File: config.mk
export PLATFORM = sky130hd
export DESIGN_NAME = ttw_top
export DESIGN_NICKNAME = d
export VERILOG_FILES = /design/src/core/ttw_pkg.sv /design/src/core/ttw_gap_if.sv /design/src/core/ttw_top.sv /design/src/core/ttw_gap_check.sv
export SDC_FILE = /design/constraint.sdc
export NUM_CORES = 1
export LEC_CHECK = 0
export BUFFER_PORTS_ARGS = -buffer_cell sky130_fd_sc_hd__buf_2
export CORE_UTILIZATION = 60
export DETAILED_ROUTE_END_ITERATION = 8
export PLACE_DENSITY = 0.81
export SYNTH_ARGS = -nofsm -noshare
export SYNTH_HDL_FRONTEND = slang
export SYNTH_HIERARCHICAL = 1
export SYNTH_SLANG_ARGS = --single-unit
File: constraint.sdc
create_clock -name core_clk -period 3.4 [get_ports core_clk]
set_input_delay 0 -clock core_clk [delete_from_list [all_inputs] [get_ports core_clk]]
set_output_delay 0 -clock core_clk [all_outputs]
set_load 0.01 [all_outputs]
File: src/core/ttw_pkg.sv
package ttw_pkg;

   // ****************************************
   // Timing
   // ****************************************
   localparam int CLK_MHZ = 200;
   localparam int ERASE_TIME_MS = 50;
   localparam int HOLDOFF_TIME_US = 200;
   localparam int WIN_A_TIME_US = 250;
   localparam int WIN_B_TIME_US = 350;
   localparam int ERASE_CYC = ERASE_TIME_MS * 1000 * CLK_MHZ;
   localparam int HOLDOFF_CYC = HOLDOFF_TIME_US * CLK_MHZ;
   localparam int WIN_A_CYC = WIN_A_TIME_US * CLK_MHZ;
   localparam int WIN_B_CYC = WIN_B_TIME_US * CLK_MHZ;
   localparam int BIT_DIV_CYC = 16;
   localparam int CNT_W = 24;

   // ****************************************
   // Sector layout
   // ****************************************
   localparam logic [4:0] BIT_LAST = 5'h11;
   localparam logic [4:0] BIT_EOB = 5'h05;
   localparam logic [4:0] BIT_ADDR_MARK = 5'h06;
   localparam logic [4:0] BIT_SYNC_ONE = 5'h0c;
   localparam logic [4:0] BIT_SYNC_ZERO = 5'h0d;
   localparam logic [4:0] BIT_WIN_FIRST = 5'h0e;
   localparam logic [4:0] BIT_WIN_LAST = 5'h01;
   localparam logic [4:0] BIT_PARITY = 5'h03;
   localparam logic [4:0] BIT_DATA_MARK = 5'h09;
   localparam logic [5:0] WORD_ADDR = 6'h00;
   localparam logic [5:0] WORD_DATA = 6'h01;
   localparam logic [5:0] WORD_LAST = 6'h23;
   localparam logic [5:0] ADDR_LAST = 6'h3f;

   // ****************************************
   // Register port
   // ****************************************
   localparam int BUS_AW = 4;
   localparam logic [3:0] CTRL_OFS = 4'h0;
   localparam logic [3:0] STAT_OFS = 4'h4;
   localparam logic [3:0] POS_OFS = 4'h8;
   localparam int CTRL_SW_BIT = 0;
   localparam int CTRL_START_BIT = 1;
   localparam logic CTRL_SW_RST = 1'b0;

   typedef enum logic [3:0] {
      TTW_IDLE = 4'b0001,
      TTW_ERASE = 4'b0010,
      TTW_RUN = 4'b0100,
      TTW_HOLD = 4'b1000
   } ttw_state_t;

endpackage

File: src/core/ttw_gap_if.sv
`timescale 1ns/100ps
interface ttw_gap_if;
   logic op_clear;
   logic write_permit;
   logic holdoff_active;
   logic track_a_pulse;
   logic too_small;
   logic in_range;
   logic too_large;
   logic seen;

   modport wr (output op_clear, output write_permit, output holdoff_active, output track_a_pulse,
               input too_small, input in_range, input too_large, input seen);
   modport gap (input op_clear, input write_permit, input holdoff_active, input track_a_pulse,
                output too_small, output in_range, output too_large, output seen);
endinterface

File: src/core/ttw_top.sv
`timescale 1ns/100ps
module ttw_top #(
   parameter int ERASE_CYCLES = ttw_pkg::ERASE_CYC,
   parameter int HOLDOFF_CYCLES = ttw_pkg::HOLDOFF_CYC,
   parameter int WIN_A_CYCLES = ttw_pkg::WIN_A_CYC,
   parameter int WIN_B_CYCLES = ttw_pkg::WIN_B_CYC,
   parameter int BIT_DIV = ttw_pkg::BIT_DIV_CYC
) (
   input wire logic core_clk,
   input wire logic rst_b,
   input wire logic [ttw_pkg::BUS_AW-1:0] reg_addr,
   input wire logic [31:0] reg_wdata,
   input wire logic reg_wr,
   input wire logic reg_rd,
   output logic [31:0] reg_rdata,
   input wire logic track_a_readback,
   output logic track_a_wr,
   output logic track_b_wr,
   output logic track_c_wr,
   output logic write_gate,
   output logic increase_lamp,
   output logic ok_lamp,
   output logic decrease_lamp
);
   import ttw_pkg::*;

   typedef struct packed {
      ttw_state_t st;
      logic sw;
      logic write_permit;
      logic timing_marks_active;
      logic [CNT_W-1:0] cnt;
      logic [CNT_W-1:0] div;
      logic [4:0] bitc;
      logic [5:0] word;
      logic [5:0] addr;
      logic [5:0] addr_sh;
      logic track_a_toggle_ff;
      logic track_b_toggle_ff;
      logic track_c_toggle_ff;
      logic op_start_clear;
      logic [2:0] sync;
      logic rb_lvl;
      logic track_a_pulse;
      logic [31:0] rdata;
   } ttw_wr_state_t;

   ttw_wr_state_t q;
   ttw_wr_state_t n;
   ttw_gap_if gif ();

   logic tick;
   logic start;
   logic block_end;
   logic final_sector_done;
   logic address_output_window;
   logic parity_slot;
   logic even_ones_flag;
   logic bit_count_decode_addr;
   logic bit_count_decode_data;
   logic stop;
   logic c_slot;
   logic [2:0] addr_idx;
   logic addr_bit;

   // ****************************************
   // Sector decode
   // ****************************************
   always_comb begin
      tick = (q.st == TTW_RUN) && (q.div == '0);
      start = reg_wr && (reg_addr == CTRL_OFS) && reg_wdata[CTRL_START_BIT] && reg_wdata[CTRL_SW_BIT];
      block_end = tick && (q.word == WORD_LAST) && (q.bitc == BIT_EOB);
      final_sector_done = block_end && q.timing_marks_active && (q.addr == ADDR_LAST);
      address_output_window = q.timing_marks_active && (((q.word == WORD_ADDR) && (q.bitc >= BIT_WIN_FIRST))
         || ((q.word == WORD_DATA) && (q.bitc <= BIT_WIN_LAST)));
      parity_slot = q.timing_marks_active && (q.word == WORD_DATA) && (q.bitc == BIT_PARITY);
      even_ones_flag = ~^q.addr;
      bit_count_decode_addr = q.timing_marks_active && (q.word == WORD_ADDR) && (q.bitc == BIT_ADDR_MARK);
      bit_count_decode_data = q.timing_marks_active && (q.word == WORD_DATA) && (q.bitc == BIT_DATA_MARK);
      stop = ((q.st == TTW_ERASE) || (q.st == TTW_RUN)) && (!q.sw || !q.write_permit || final_sector_done);

      // The slot decode below feeds only the checks; it rebuilds each track C bit from the counters.
      c_slot = q.timing_marks_active && (((q.word == WORD_ADDR) && (q.bitc >= BIT_SYNC_ONE))
         || ((q.word == WORD_DATA) && ((q.bitc <= BIT_WIN_LAST) || (q.bitc == BIT_PARITY))));
      addr_idx = (q.word == WORD_ADDR) ? 3'(q.bitc - BIT_WIN_FIRST) : 3'(q.bitc + 5'h04);
      addr_bit = |(q.addr & (6'h01 << addr_idx));
   end

   // ****************************************
   // Next state
   // ****************************************
   always_comb begin
      n = q;
      n.op_start_clear = 1'b0;
      n.rdata = '0;
      // The read-back pin passes three flops; a level counts once the second and third agree.
      n.sync = {q.sync[1:0], track_a_readback};
      if (q.sync[1] == q.sync[2]) begin
         n.rb_lvl = q.sync[2];
      end
      // Read-back edges are ignored while writing, when the heads only see their own current.
      n.track_a_pulse = n.rb_lvl && !q.rb_lvl && (q.st != TTW_RUN) && (q.st != TTW_ERASE);
      if (reg_wr && (reg_addr == CTRL_OFS)) begin
         n.sw = reg_wdata[CTRL_SW_BIT];
      end
      unique case (q.st)
         TTW_IDLE: begin
         end
         TTW_ERASE: begin
            n.cnt = q.cnt + 1'b1;
            if (q.cnt == CNT_W'(ERASE_CYCLES - 1)) begin
               n.st = TTW_RUN;
               n.cnt = '0;
               n.div = '0;
            end
         end
         TTW_RUN: begin
            n.div = tick ? CNT_W'(BIT_DIV - 1) : q.div - 1'b1;
            if (tick) begin
               n.track_a_toggle_ff = ~q.track_a_toggle_ff;
               if (block_end) begin
                  n.bitc = '0;
                  n.word = '0;
                  n.timing_marks_active = 1'b1;
                  if (q.timing_marks_active) begin
                     n.addr = q.addr + 1'b1;
                  end
               end else if (q.bitc == BIT_LAST) begin
                  n.bitc = '0;
                  n.word = q.word + 1'b1;
               end else begin
                  n.bitc = q.bitc + 1'b1;
               end
               if (bit_count_decode_addr || bit_count_decode_data) begin
                  n.track_b_toggle_ff = ~q.track_b_toggle_ff;
               end
               if (q.timing_marks_active && (q.word == WORD_ADDR) && (q.bitc == BIT_SYNC_ONE)) begin
                  n.track_c_toggle_ff = ~q.track_c_toggle_ff;
                  n.addr_sh = q.addr;
               end
               if (address_output_window) begin
                  n.addr_sh = q.addr_sh >> 1;
                  if (q.addr_sh[0]) begin
                     n.track_c_toggle_ff = ~q.track_c_toggle_ff;
                  end
               end
               if (parity_slot && even_ones_flag) begin
                  n.track_c_toggle_ff = ~q.track_c_toggle_ff;
               end
            end
         end
         TTW_HOLD: begin
            n.cnt = q.cnt + 1'b1;
            if (q.cnt == CNT_W'(HOLDOFF_CYCLES - 1)) begin
               n.st = TTW_IDLE;
               n.cnt = '0;
            end
         end
         default: begin
            n.st = TTW_IDLE;
         end
      endcase
      // A tick that meets a stop still records its toggles, so the last bit is whole.
      if (stop) begin
         n.st = TTW_HOLD;
         n.write_permit = 1'b0;
         n.cnt = '0;
      end
      // Start comes last so that a restart always wins over a stop in the same cycle.
      if (start) begin
         n.st = TTW_ERASE;
         n.write_permit = 1'b1;
         n.op_start_clear = 1'b1;
         n.cnt = '0;
         n.div = '0;
         n.bitc = '0;
         n.word = '0;
         n.addr = '0;
         n.addr_sh = '0;
         n.timing_marks_active = 1'b0;
         n.track_a_toggle_ff = 1'b0;
         n.track_b_toggle_ff = 1'b0;
         n.track_c_toggle_ff = 1'b0;
      end
      if (reg_rd) begin
         unique case (reg_addr)
            CTRL_OFS: n.rdata = {31'h0, q.sw};
            STAT_OFS: n.rdata = {21'h0, q.st, gif.too_large, gif.in_range, gif.too_small, gif.seen,
                                 (q.st == TTW_HOLD), q.timing_marks_active, q.write_permit};
            POS_OFS: n.rdata = {10'h0, q.addr, 2'h0, q.word, 3'h0, q.bitc};
            default: n.rdata = '0;
         endcase
      end
   end

   always_ff @(posedge core_clk or negedge rst_b) begin
      if (!rst_b) begin
         q <= '{st: TTW_IDLE, sw: CTRL_SW_RST, default: '0};
      end else begin
         q <= n;
      end
   end

   // ****************************************
   // Outputs and gap logic
   // ****************************************
   assign gif.op_clear = q.op_start_clear;
   assign gif.write_permit = q.write_permit;
   assign gif.holdoff_active = (q.st == TTW_HOLD);
   assign gif.track_a_pulse = q.track_a_pulse;

   ttw_gap_check #(
      .WIN_A_CYCLES(WIN_A_CYCLES),
      .WIN_B_CYCLES(WIN_B_CYCLES)
   ) u_gap (
      .core_clk(core_clk),
      .rst_b(rst_b),
      .g(gif.gap)
   );

   assign reg_rdata = q.rdata;
   assign track_a_wr = q.track_a_toggle_ff;
   assign track_b_wr = q.track_b_toggle_ff;
   assign track_c_wr = q.track_c_toggle_ff;
   assign write_gate = q.write_permit && q.sw && ((q.st == TTW_ERASE) || (q.st == TTW_RUN));
   assign increase_lamp = gif.too_small;
   assign ok_lamp = gif.in_range;
   assign decrease_lamp = gif.too_large;

   // ****************************************
   // Checks
   // ****************************************
   AST_NO_WRITE_OFF: assert property (@(posedge core_clk) disable iff (!rst_b)
      !q.sw && !start |=> (q.st != TTW_RUN) && (q.st != TTW_ERASE))
      else $error("Writing continued with switch down.");
   AST_START_CLEAR: assert property (@(posedge core_clk) disable iff (!rst_b)
      start |=> !track_a_wr && !track_b_wr && !track_c_wr && (q.st == TTW_ERASE))
      else $error("Start did not clear the track flip-flops.");
   AST_ERASE_QUIET: assert property (@(posedge core_clk) disable iff (!rst_b)
      (q.st == TTW_ERASE) && !start |=> !track_a_wr && !track_b_wr && !track_c_wr)
      else $error("Track changed during erase.");
   AST_A_TOGGLE: assert property (@(posedge core_clk) disable iff (!rst_b)
      tick && !start |=> track_a_wr != $past(track_a_wr))
      else $error("Track A missed a toggle.");
   AST_ADDR_MARK: assert property (@(posedge core_clk) disable iff (!rst_b)
      tick && bit_count_decode_addr && !start |=> track_b_wr != $past(track_b_wr))
      else $error("Address marker not written.");
   AST_SYNC_ZERO: assert property (@(posedge core_clk) disable iff (!rst_b)
      tick && (q.word == WORD_ADDR) && (q.bitc == BIT_SYNC_ZERO) && !start |=> $stable(track_c_wr))
      else $error("Second sync bit toggled track C.");
   AST_BIT_WRAP: assert property (@(posedge core_clk) disable iff (!rst_b)
      tick && (q.bitc == BIT_LAST) && !start && !stop |=> (q.bitc == '0) && (q.word == $past(q.word) + 6'h01))
      else $error("Bit counter did not wrap into the next word.");
   AST_BLOCK_END: assert property (@(posedge core_clk) disable iff (!rst_b)
      block_end && !start |=> (q.bitc == '0) && (q.word == '0) && q.timing_marks_active)
      else $error("Block end did not clear the counters.");
   AST_FINAL: assert property (@(posedge core_clk) disable iff (!rst_b)
      final_sector_done && !start |=> (q.st == TTW_HOLD) && !q.write_permit)
      else $error("Final sector did not end the write.");

   // ****************************************
   // Sector, holdoff and erase checks
   // ****************************************
   // Each tick may change tracks B and C only in the slots that belong to them.
   AST_B_ONLY_MARKS: assert property (@(posedge core_clk) disable iff (!rst_b)
      tick && !bit_count_decode_addr && !bit_count_decode_data && !start |=> $stable(track_b_wr))
      else $error("Track B changed outside a marker slot.");
   AST_C_ONLY_SLOTS: assert property (@(posedge core_clk) disable iff (!rst_b)
      tick && !c_slot && !start |=> $stable(track_c_wr))
      else $error("Track C changed outside its nine slots.");
   AST_MARKS_IDLE: assert property (@(posedge core_clk) disable iff (!rst_b)
      tick && !q.timing_marks_active && !start |=> $stable(track_b_wr) && $stable(track_c_wr))
      else $error("Track B or C written before marks were active.");

   AST_SYNC_ONE: assert property (@(posedge core_clk) disable iff (!rst_b)
      tick && c_slot && (q.word == WORD_ADDR) && (q.bitc == BIT_SYNC_ONE) && !start |=> track_c_wr != $past(track_c_wr))
      else $error("First sync bit not written.");
   // The address bit is taken from the address register, not from the shift register.
   AST_ADDR_BIT: assert property (@(posedge core_clk) disable iff (!rst_b)
      tick && address_output_window && !start |=> track_c_wr == ($past(track_c_wr) ^ $past(addr_bit)))
      else $error("Address bit on track C is wrong.");
   AST_PARITY: assert property (@(posedge core_clk) disable iff (!rst_b)
      tick && parity_slot && !start |=> (track_c_wr != $past(track_c_wr)) != $past(^q.addr))
      else $error("Parity bit does not make the address odd.");
   AST_DATA_MARK: assert property (@(posedge core_clk) disable iff (!rst_b)
      tick && bit_count_decode_data && !start |=> track_b_wr != $past(track_b_wr))
      else $error("Data marker not written.");

   AST_PULSE_QUIET: assert property (@(posedge core_clk) disable iff (!rst_b)
      (q.st == TTW_RUN) || (q.st == TTW_ERASE) |=> !q.track_a_pulse)
      else $error("Track A pulse raised while writing.");
   AST_STOP: assert property (@(posedge core_clk) disable iff (!rst_b)
      stop && !start |=> (q.st == TTW_HOLD) && !write_gate)
      else $error("Stop did not end the write.");
   AST_HOLD_LEN: assert property (@(posedge core_clk) disable iff (!rst_b)
      (q.st == TTW_HOLD) && !start |=> (q.st == TTW_IDLE) == ($past(q.cnt) == CNT_W'(HOLDOFF_CYCLES - 1)))
      else $error("Read holdoff has the wrong length.");
   AST_HOLD_NO_PERMIT: assert property (@(posedge core_clk) disable iff (!rst_b)
      (q.st == TTW_HOLD) |-> !q.write_permit)
      else $error("Write permit set during holdoff.");

   AST_ERASE_LEN: assert property (@(posedge core_clk) disable iff (!rst_b)
      (q.st == TTW_ERASE) && !start && !stop |=> (q.st == TTW_RUN) == ($past(q.cnt) == CNT_W'(ERASE_CYCLES - 1)))
      else $error("Erase interval has the wrong length.");
   AST_GATE_OFF: assert property (@(posedge core_clk) disable iff (!rst_b)
      (q.st == TTW_IDLE) || (q.st == TTW_HOLD) |-> !write_gate)
      else $error("Write gate open outside a write.");
   AST_ADDR_STEP: assert property (@(posedge core_clk) disable iff (!rst_b)
      block_end && q.timing_marks_active && !start |=> q.addr == $past(q.addr) + 6'h01)
      else $error("Block address did not advance.");

   COV_PARITY: cover property (@(posedge core_clk) disable iff (!rst_b) tick && parity_slot && !(^q.addr));
   COV_RUN: cover property (@(posedge core_clk) disable iff (!rst_b) $rose(q.timing_marks_active));
   COV_FINAL: cover property (@(posedge core_clk) disable iff (!rst_b) final_sector_done);
endmodule

File: src/core/ttw_gap_check.sv
`timescale 1ns/100ps
module ttw_gap_check #(
   parameter int WIN_A_CYCLES = ttw_pkg::WIN_A_CYC,
   parameter int WIN_B_CYCLES = ttw_pkg::WIN_B_CYC
) (
   input wire logic core_clk,
   input wire logic rst_b,
   ttw_gap_if.gap g
);
   import ttw_pkg::*;

   typedef struct packed {
      logic prev_permit;
      logic armed;
      logic [CNT_W-1:0] cnt;
      logic seen;
      logic too_small;
      logic in_range;
      logic too_large;
   } ttw_gap_state_t;

   ttw_gap_state_t q;
   ttw_gap_state_t n;
   logic take;

   // ****************************************
   // Gap measurement
   // ****************************************
   always_comb begin
      n = q;
      n.prev_permit = g.write_permit;
      take = g.track_a_pulse && !g.holdoff_active && q.armed && !q.seen;
      if (q.armed && q.cnt != {CNT_W{1'b1}}) begin
         n.cnt = q.cnt + 1'b1;
      end
      if (q.prev_permit && !g.write_permit) begin
         n.armed = 1'b1;
         n.cnt = '0;
      end
      if (take) begin
         n.seen = 1'b1;
         if (q.cnt < CNT_W'(WIN_A_CYCLES)) begin
            n.too_small = 1'b1;
         end else if (q.cnt < CNT_W'(WIN_B_CYCLES)) begin
            n.in_range = 1'b1;
         end else begin
            n.too_large = 1'b1;
         end
      end
      if (g.op_clear) begin
         n = '0;
      end
   end

   always_ff @(posedge core_clk or negedge rst_b) begin
      if (!rst_b) begin
         q <= '0;
      end else begin
         q <= n;
      end
   end

   assign g.seen = q.seen;
   assign g.too_small = q.too_small;
   assign g.in_range = q.in_range;
   assign g.too_large = q.too_large;

   // ****************************************
   // Checks
   // ****************************************
   AST_ONE_FLAG: assert property (@(posedge core_clk) disable iff (!rst_b)
      $onehot0({q.too_small, q.in_range, q.too_large}) && (q.seen == (q.too_small | q.in_range | q.too_large)))
      else $error("Gap result flags are not exclusive.");
   AST_HOLDOFF_BLOCK: assert property (@(posedge core_clk) disable iff (!rst_b)
      g.holdoff_active && !q.seen && !g.op_clear |=> !q.seen)
      else $error("Track A seen during read holdoff.");
   AST_SMALL: assert property (@(posedge core_clk) disable iff (!rst_b)
      take && q.cnt < CNT_W'(WIN_A_CYCLES) && !g.op_clear |=> q.too_small)
      else $error("Short gap not flagged too small.");
   AST_LARGE: assert property (@(posedge core_clk) disable iff (!rst_b)
      take && q.cnt >= CNT_W'(WIN_B_CYCLES) && !g.op_clear |=> q.too_large)
      else $error("Long gap not flagged too large.");
   AST_CLEAR: assert property (@(posedge core_clk) disable iff (!rst_b)
      g.op_clear |=> !q.seen && !q.too_small && !q.in_range && !q.too_large)
      else $error("Flags not cleared at operation start.");
   COV_OK: cover property (@(posedge core_clk) disable iff (!rst_b) $rose(q.in_range));
   COV_SMALL: cover property (@(posedge core_clk) disable iff (!rst_b) $rose(q.too_small));
endmodule

==> flow_summary.ini, run 1 <==
[setup_path]
timing.rr.end = q[62]
required_ps = 3750
rr_worst_depth = 5
crit_path_end_kind = flop
reg2reg_slack_ps = 690
path_delay_family = simple AND/OR/NAND/NOR gates
cp_cell_sequence = nor4_2 > nand4_2 > or2_0 > or4_1 > a21oi_1
path_buf_inv = 0
critPathLaunchType = flop
crit_type = flop to flop
arrival_ps = 3060
critPathLaunch = q[66]
slowest_stage = or4_1
cp.depth = 5
critPathMaxStageDelay_ps = 650
timing.rr.start = q[66]
worstPathMaxFanout = 16
critPathCapture = q[62]

[synthesis]
async_flop_share = 1.00
synth_top_family_by_area = simple AND/OR/NAND/NOR gates
synth_cell_types = 73
synth_compound_area_frac = 0.145
postSynthAreaPerCell_um2 = 9.24
ys.flop_type = dfrtp_1
synthMuxAreaShare = 0.0132
synthAdderAreaFrac = 0.0241
synth-xor-area-share = 0.0434
syn-cell-area_um2 = 7670
ys_seq_area_frac = 0.447
yosys.area_share.simple = 0.263
ys_ff_latch = 137
yosys_warnings = 6
synth_edf_count = 0
netlist_instances = 830

[clock_network]
cts_root_buf = clkbuf_16
cts.sinks = 137
cts_max_level = 4
path_clk_slew_ps = 60
cts_buffer_depth = 2
cts_made_buffers = 17
worstSkewPairLatency_ps = 430
cts_tree = built

[power_and_ir_drop]
power_density_nw_per_um2 = 501
p_leak_nw = 3.61
power.share.combinational = 0.101
seqPwrFrac = 0.447
total_power_w = 0.00423
ir_drop_mv = 0.377
cell_internal_pwr_w = 0.00312
p_switching_w = 0.00111
swShare = 0.261
clkPwrFrac = 0.452

[floorplan]
row_count = 40
die_h_um = 115
die-area_um2 = 13200
die_x_um = 115
io_pins = 80
start_util = 0.628
core_area_um2 = 12200

[timing]
rsz0062_at_grt = false
fin_crit_sh = 0.798
timing.fmax_mhz = 369
hold_viol_final = 0
worst_pin_slew_ps = 988
hold_slack_ps = 33.7
finalSetupViolations = 0
clock_skew_ps = 9.62
worst_slack_ps = 687
fin_tns_setup_ps = 0
slew_headroom = 0.340
drv_slew = 0
fin_crit_ps = 2710

[drt]
wire_per_inst_um = 17.0
drc = 0
first_pass_iters = 5
detail-route-antenna-nets = 0
wl_um = 17400
vias = 6404
drtIter0Drc = 764
avgViaCountPerCell = 6.25

[global_routing]
grt_max_degree = 107
grt_overflow = 0
grt_pass1_vias = 6057
grt_antenna_before_repair = 0
grt.total_usage = 0.283
grt_pass1_wl_um = 29200

[finish]
drive_gt1_frac = 0.132
n_antenna_cell = 0
synthToLayoutAreaGrowth_pct = 10.0
stdcell_area_um2 = 8440
nets = 898

[min_path]
hold_depth = 4
min_path_type = input pin to flop
min_from = reg_addr[1]

[placed_design]
gp_congestion = 0.889
post-place-ws_ps = 731
place_hpwl_um = 11300
port-buffer-count = 37
placed_area_um2 = 7750

[status]
status = finished clean

[run]
maxCapViolations = 0
==> power groups by stage <==
stage               Combinational [W]  Clock [W]  Sequential (W)
CTS                          0.000430    0.00193         0.00189
detailed placement           0.000416          0         0.00191
global placement             0.000396          0         0.00190
global route                 0.000493    0.00200         0.00191
floorplan                    0.000348          0         0.00186
finish                       0.000428    0.00191         0.00189
==> layout by cell type, fill, tap and decap left out, types with 4 or more instances in the layout <==
cell type      synthesis  final
or3_1                 22     22
and4b_1                4      4
conb_1                 1     12
nand2_1               66     66
nor3b_1                5      5
dfrtp_1              136    136
and4_1                 6      6
o211ai_1               4      4
or2_2                  5      5
and3_1                23     23
nand2b_1               4      4
nor2_1               101    101
inv_1                 15     15
o21a_1                 4      4
buf_2                  5     36
nor4_1                19     19
or4_1                  9      9
buf_4                 34      9
ha_1                  14     14
nand3b_1               5      5
nand4_1               20     20
a21oi_1               44     44
nand3_1               31     31
a21oi_2                9      9
nor2b_1               13     13
a31oi_1                7      7
o31ai_1               11     11
xnor2_1               20     20
nor3_1                20     20
dlygate4sd3_1          0      7
a22oi_1                8      8
a211oi_1              13     13
mux2i_1                9      9
nand4b_1               4      4
nand4_2                4      4
xor2_1                18     18
o21ai_0               36     36
clkbuf_16              0     17
o21ai_1                6      6
==> cell families (layout without fill, tap and decap cells) <==
group / Yosys count / after routing
flops: 137 / 137
compound gates: 169 / 169
other cells: 1 / 12
fa+ha+maj: 15 / 15
simple gates: 375 / 375
mux: 10 / 10
xor+xnor: 38 / 38
buf+inv: 85 / 100
==> synth_stat cells, drive strengths merged, types with 13 or more instances <==
cell	count	area (um^2)
buf	44	330
a21oi	53	299
nor2	101	379
xor2	18	158
nor2b	13	81.3
ha	14	175
nand4	24	175
and3	23	144
a211oi	13	97.6
nand3	32	165
o21ai	44	228
dfrtp	136	3400
nand2	66	248
clkbuf	26	97.6
nor3	22	120
nor4	21	144
or3	22	138
xnor2	20	175
inv	15	56.3
==> per-layer routing <==
metal / global-route usage / up-vias / share of wire
met3: 0.0691 / 51 / 0.068
met1: 0.366 / 3083 / 0.42
met4: 0.113 / 0 / 0.021
li1: - / 2982 / -
met2: 0.461 / 288 / 0.49
met5: 0 / - / 0
==> stage by stage <==
stage	std cells	util
global route	1024	0.691
global placement	985	0.635
CTS	1024	0.691
finish	1024	0.691
floorplan	841	-
detailed placement	985	0.635
==> worst min-delay path, delay by kind of cell <==
family | cells | cell delay [ps]
AND/OR/NAND/NOR | 3 | 350
buffers and inverters | 1 | 70
==> sequential cells by signal, summed over array words and instances, names as in the netlist <==
| name | cells |
|---|---|
| u_gap/q | 26 |
| u_gap/g.too_large | 1 |
| gif.op_clear | 1 |
| track_a_wr | 1 |
| u_gap/g.too_small | 1 |
| gif.track_a_pulse | 1 |
| u_gap/g.seen | 1 |
| q | 79 |
| u_gap/g.in_range | 1 |
| track_c_wr | 1 |
| reg_rdata | 20 |
| gif.write_permit | 1 |
| n | 2 |
| track_b_wr | 1 |
==> layout make-up <==
cell class | count | area (um^2)
multi-input combinational | 619 | 3800
tap | 168 | 210
clock buffer | 21 | 470
sequential | 137 | 3430
inverter | 15 | 56.3
timing repair buffer | 53 | 329
fill | 920 | 3770
clock inverter | 11 | 145
==> how the worst min path moves through the flow <==
| stage | to |
|---|---|
| floorplan | gif.op_clear |
| global placement | n[35] |
| detailed placement | n[35] |
| CTS | reg_rdata[10] |
| global route | q[116] |
| finish | reg_rdata[4] |
==> repair_timing <==
action,CTS,global route
resized for setup,0,0
hold endpoints to repair,112,0
hold buffers,7,0
buffers inserted,0,0
Note: power is estimated with default switching activity, not from simulation.
==> run 2: changes to the inputs <==
- ABC_AREA: unset -> 1
- CORE_UTILIZATION: 60 -> 55
- PLACE_DENSITY: 0.81 -> 0.78
- clock period: 3.4 -> 2.3 ns (I/O delays scaled with it)
==> flow_summary.ini, run 2 <==
[floorplan]
die_x_um = 128
die_h_um = 128
row_count = 45
io_pins = 80
die-area_um2 = 16400
core_area_um2 = 15400
start_util = 0.569

[power_and_ir_drop]
ir_drop_mv = 0.629
power_density_nw_per_um2 = 923
total_power_w = 0.00902
p_leak_nw = 4.95

[timing]
rsz0062_at_grt = true
timing.fmax_mhz = 475
hold_viol_final = 0
fin_crit_sh = 0.916
fin_crit_ps = 2110
clock_skew_ps = 9.56
worst_pin_slew_ps = 646
drv_slew = 0
hold_slack_ps = 89.8
finalSetupViolations = 0
slew_headroom = 0.569

[placed_design]
place_hpwl_um = 15000
gp_congestion = 0.981
port-buffer-count = 37

[setup_path]
critPathLaunchType = flop
timing.rr.start = q[65]
required_ps = 2620
crit_path_end_kind = flop
reg2reg_slack_ps = 190
crit_type = flop to flop
timing.rr.end = q[88]
arrival_ps = 2420
rr_worst_depth = 15
critPathLaunch = q[65]
worstPathMaxFanout = 12
critPathCapture = q[88]

[synthesis]
netlist_instances = 1236
ys.flop_type = dfrtp_1
yosys_warnings = 6
ys_seq_area_frac = 0.392
synth_top_area_share = 0.389
synth_edf_count = 0
synth.area.top_cells = dfrtp_1, nand2_1, nor2_1
postSynthAreaPerCell_um2 = 7.08
yosysMostFrequentCell = nand2_1
synth_cell_types = 49
syn-cell-area_um2 = 8750
async_flop_share = 1.00
yosys-top-cells-count = nand2_1, nor2_1, dfrtp_1
synth_top_area_cell = dfrtp_1
ys_ff_latch = 137

[finish]
drive_gt1_frac = 0.110
regMostFlops = q
nets = 1332
synthToLayoutAreaGrowth_pct = 11.6
final_cell_mix = nand2_1, nor2_1, dfrtp_1
largest_reg_flops = 79
final_common_cell = nand2_1
n_antenna_cell = 0

[clock_network]
cts_max_level = 4
cts.sinks = 137
path_clk_slew_ps = 60
cts_tree = built
cts_root_buf = clkbuf_16
cts_made_buffers = 17
cts_buffer_depth = 2
worstSkewPairLatency_ps = 430

[run]
maxCapViolations = 0

[min_path]
min_path_type = input pin to async pin

[global_routing]
grt_overflow = 0
grt_max_degree = 54
grt_pass1_wl_um = 36100
grt.total_usage = 0.278
grt_antenna_before_repair = 0
grt_pass1_vias = 7581

[drt]
wl_um = 21600
drtIter0Drc = 821
wire_per_inst_um = 14.4
vias = 8090
avgViaCountPerCell = 5.39
detail-route-antenna-nets = 0
first_pass_iters = 5
drc = 0

[status]
status = finished clean
run 2: cell count changes in the layout (fill, tap and decap cells not counted), sizes merged, moves of 16 or more:
cell,before,now
and3,23,2
nor4,21,4
xor2,18,38
nand3,32,109
or3,22,0
a21oi,53,37
nand2,66,351
inv,15,128
nor2,101,217
run 2: metrics by stage:
| stage | util | TNS, ps | instance area [um^2] | std cells | setup slack (ps) |
|---|---|---|---|---|---|
| 2_1_floorplan | - | 0 | 8790 | 1247 | 432 |
| 3_3_place_gp | 0.589 | 0 | 9050 | 1461 | 119 |
| 3_5_place_dp | 0.589 | 0 | 9050 | 1461 | 62.2 |
| 4_1_cts | 0.633 | 0 | 9740 | 1499 | 46.3 |
| 5_1_grt | 0.635 | -229 | 9770 | 1501 | -47.8 |
| 6_report | 0.635 | 0 | 9770 | 1501 | 193 |
run 2: cells by family (layout without fill, tap and decap cells):
family	count (synthesis)	in the layout	share of synthesized area
adders and majority gates	15	15	0.0212
xor gates and xnor gates	43	43	0.0430
DFF	137	137	0.392
AOI/OAI and AO/OA	119	119	0.0773
and+or+nand+nor	736	736	0.364
other	1	12	0.000428
buffers and inverters	185	228	0.102
run 2: worst max-delay path: stages (launching register included):
cell and delay [ps]:
dfrtp_1 370, inv_1 120, ha_1 190, inv_1 40, nor2_1 80, nand2_1 60, nor2_1 120, nand2_1 100
nor2_4 190, nand3_2 90, nand2_2 90, nand2_4 110, inv_2 230, nor2_1 70, nand3_1 80, nand2_1 50
run 2: layout make-up:
class                           count  area, um^2
Clock inverter                     12         165
Sequential cell                   137        3430
Fill cell                        1364        5600
Multi-Input combinational cell    925        4490
Clock buffer                       20         457
Inverter                          129         492
Tap cell                          211         264
Timing Repair Buffer               67         473
run 2: repair_timing:
| item | in CTS | in global routing |
|---|---|---|
| endpoints found under the hold margin | 149 | 0 |
| hold buffers | 6 | 0 |
| gates resized for setup | 0 | 5 |
| buffers inserted | 0 | 2 |
| endpoints found under the setup margin | 0 | 35 |
run 2: power breakdown:
group	switching [W]	total, W	internal, W
Combinational	0.00193	0.00298	0.00105
Sequential	0.000377	0.00315	0.00277
Clock	0.00111	0.00289	0.00178
Total	0.00342	0.00902	0.00560
run 2: per-layer routing:
metal,part of all wire,track usage,vias up
li1,-,-,3995
met1,0.45,0.360,3806
met2,0.48,0.472,252
met3,0.050,0.0467,37
met4,0.018,0.0934,0
met5,0,0,-
run 2: worst min path at each step:
stage	endpoint	slack, ps	depth (start not counted)
2_1_floorplan	gif.op_clear	-300	0
3_3_place_gp	u_gap/q[25]	-20	1
3_5_place_dp	u_gap/q[24]	-20	1
4_1_cts	reg_rdata[3]	80	6
5_1_grt	reg_rdata[3]	110	6
6_report	u_gap/q[25]	90	2
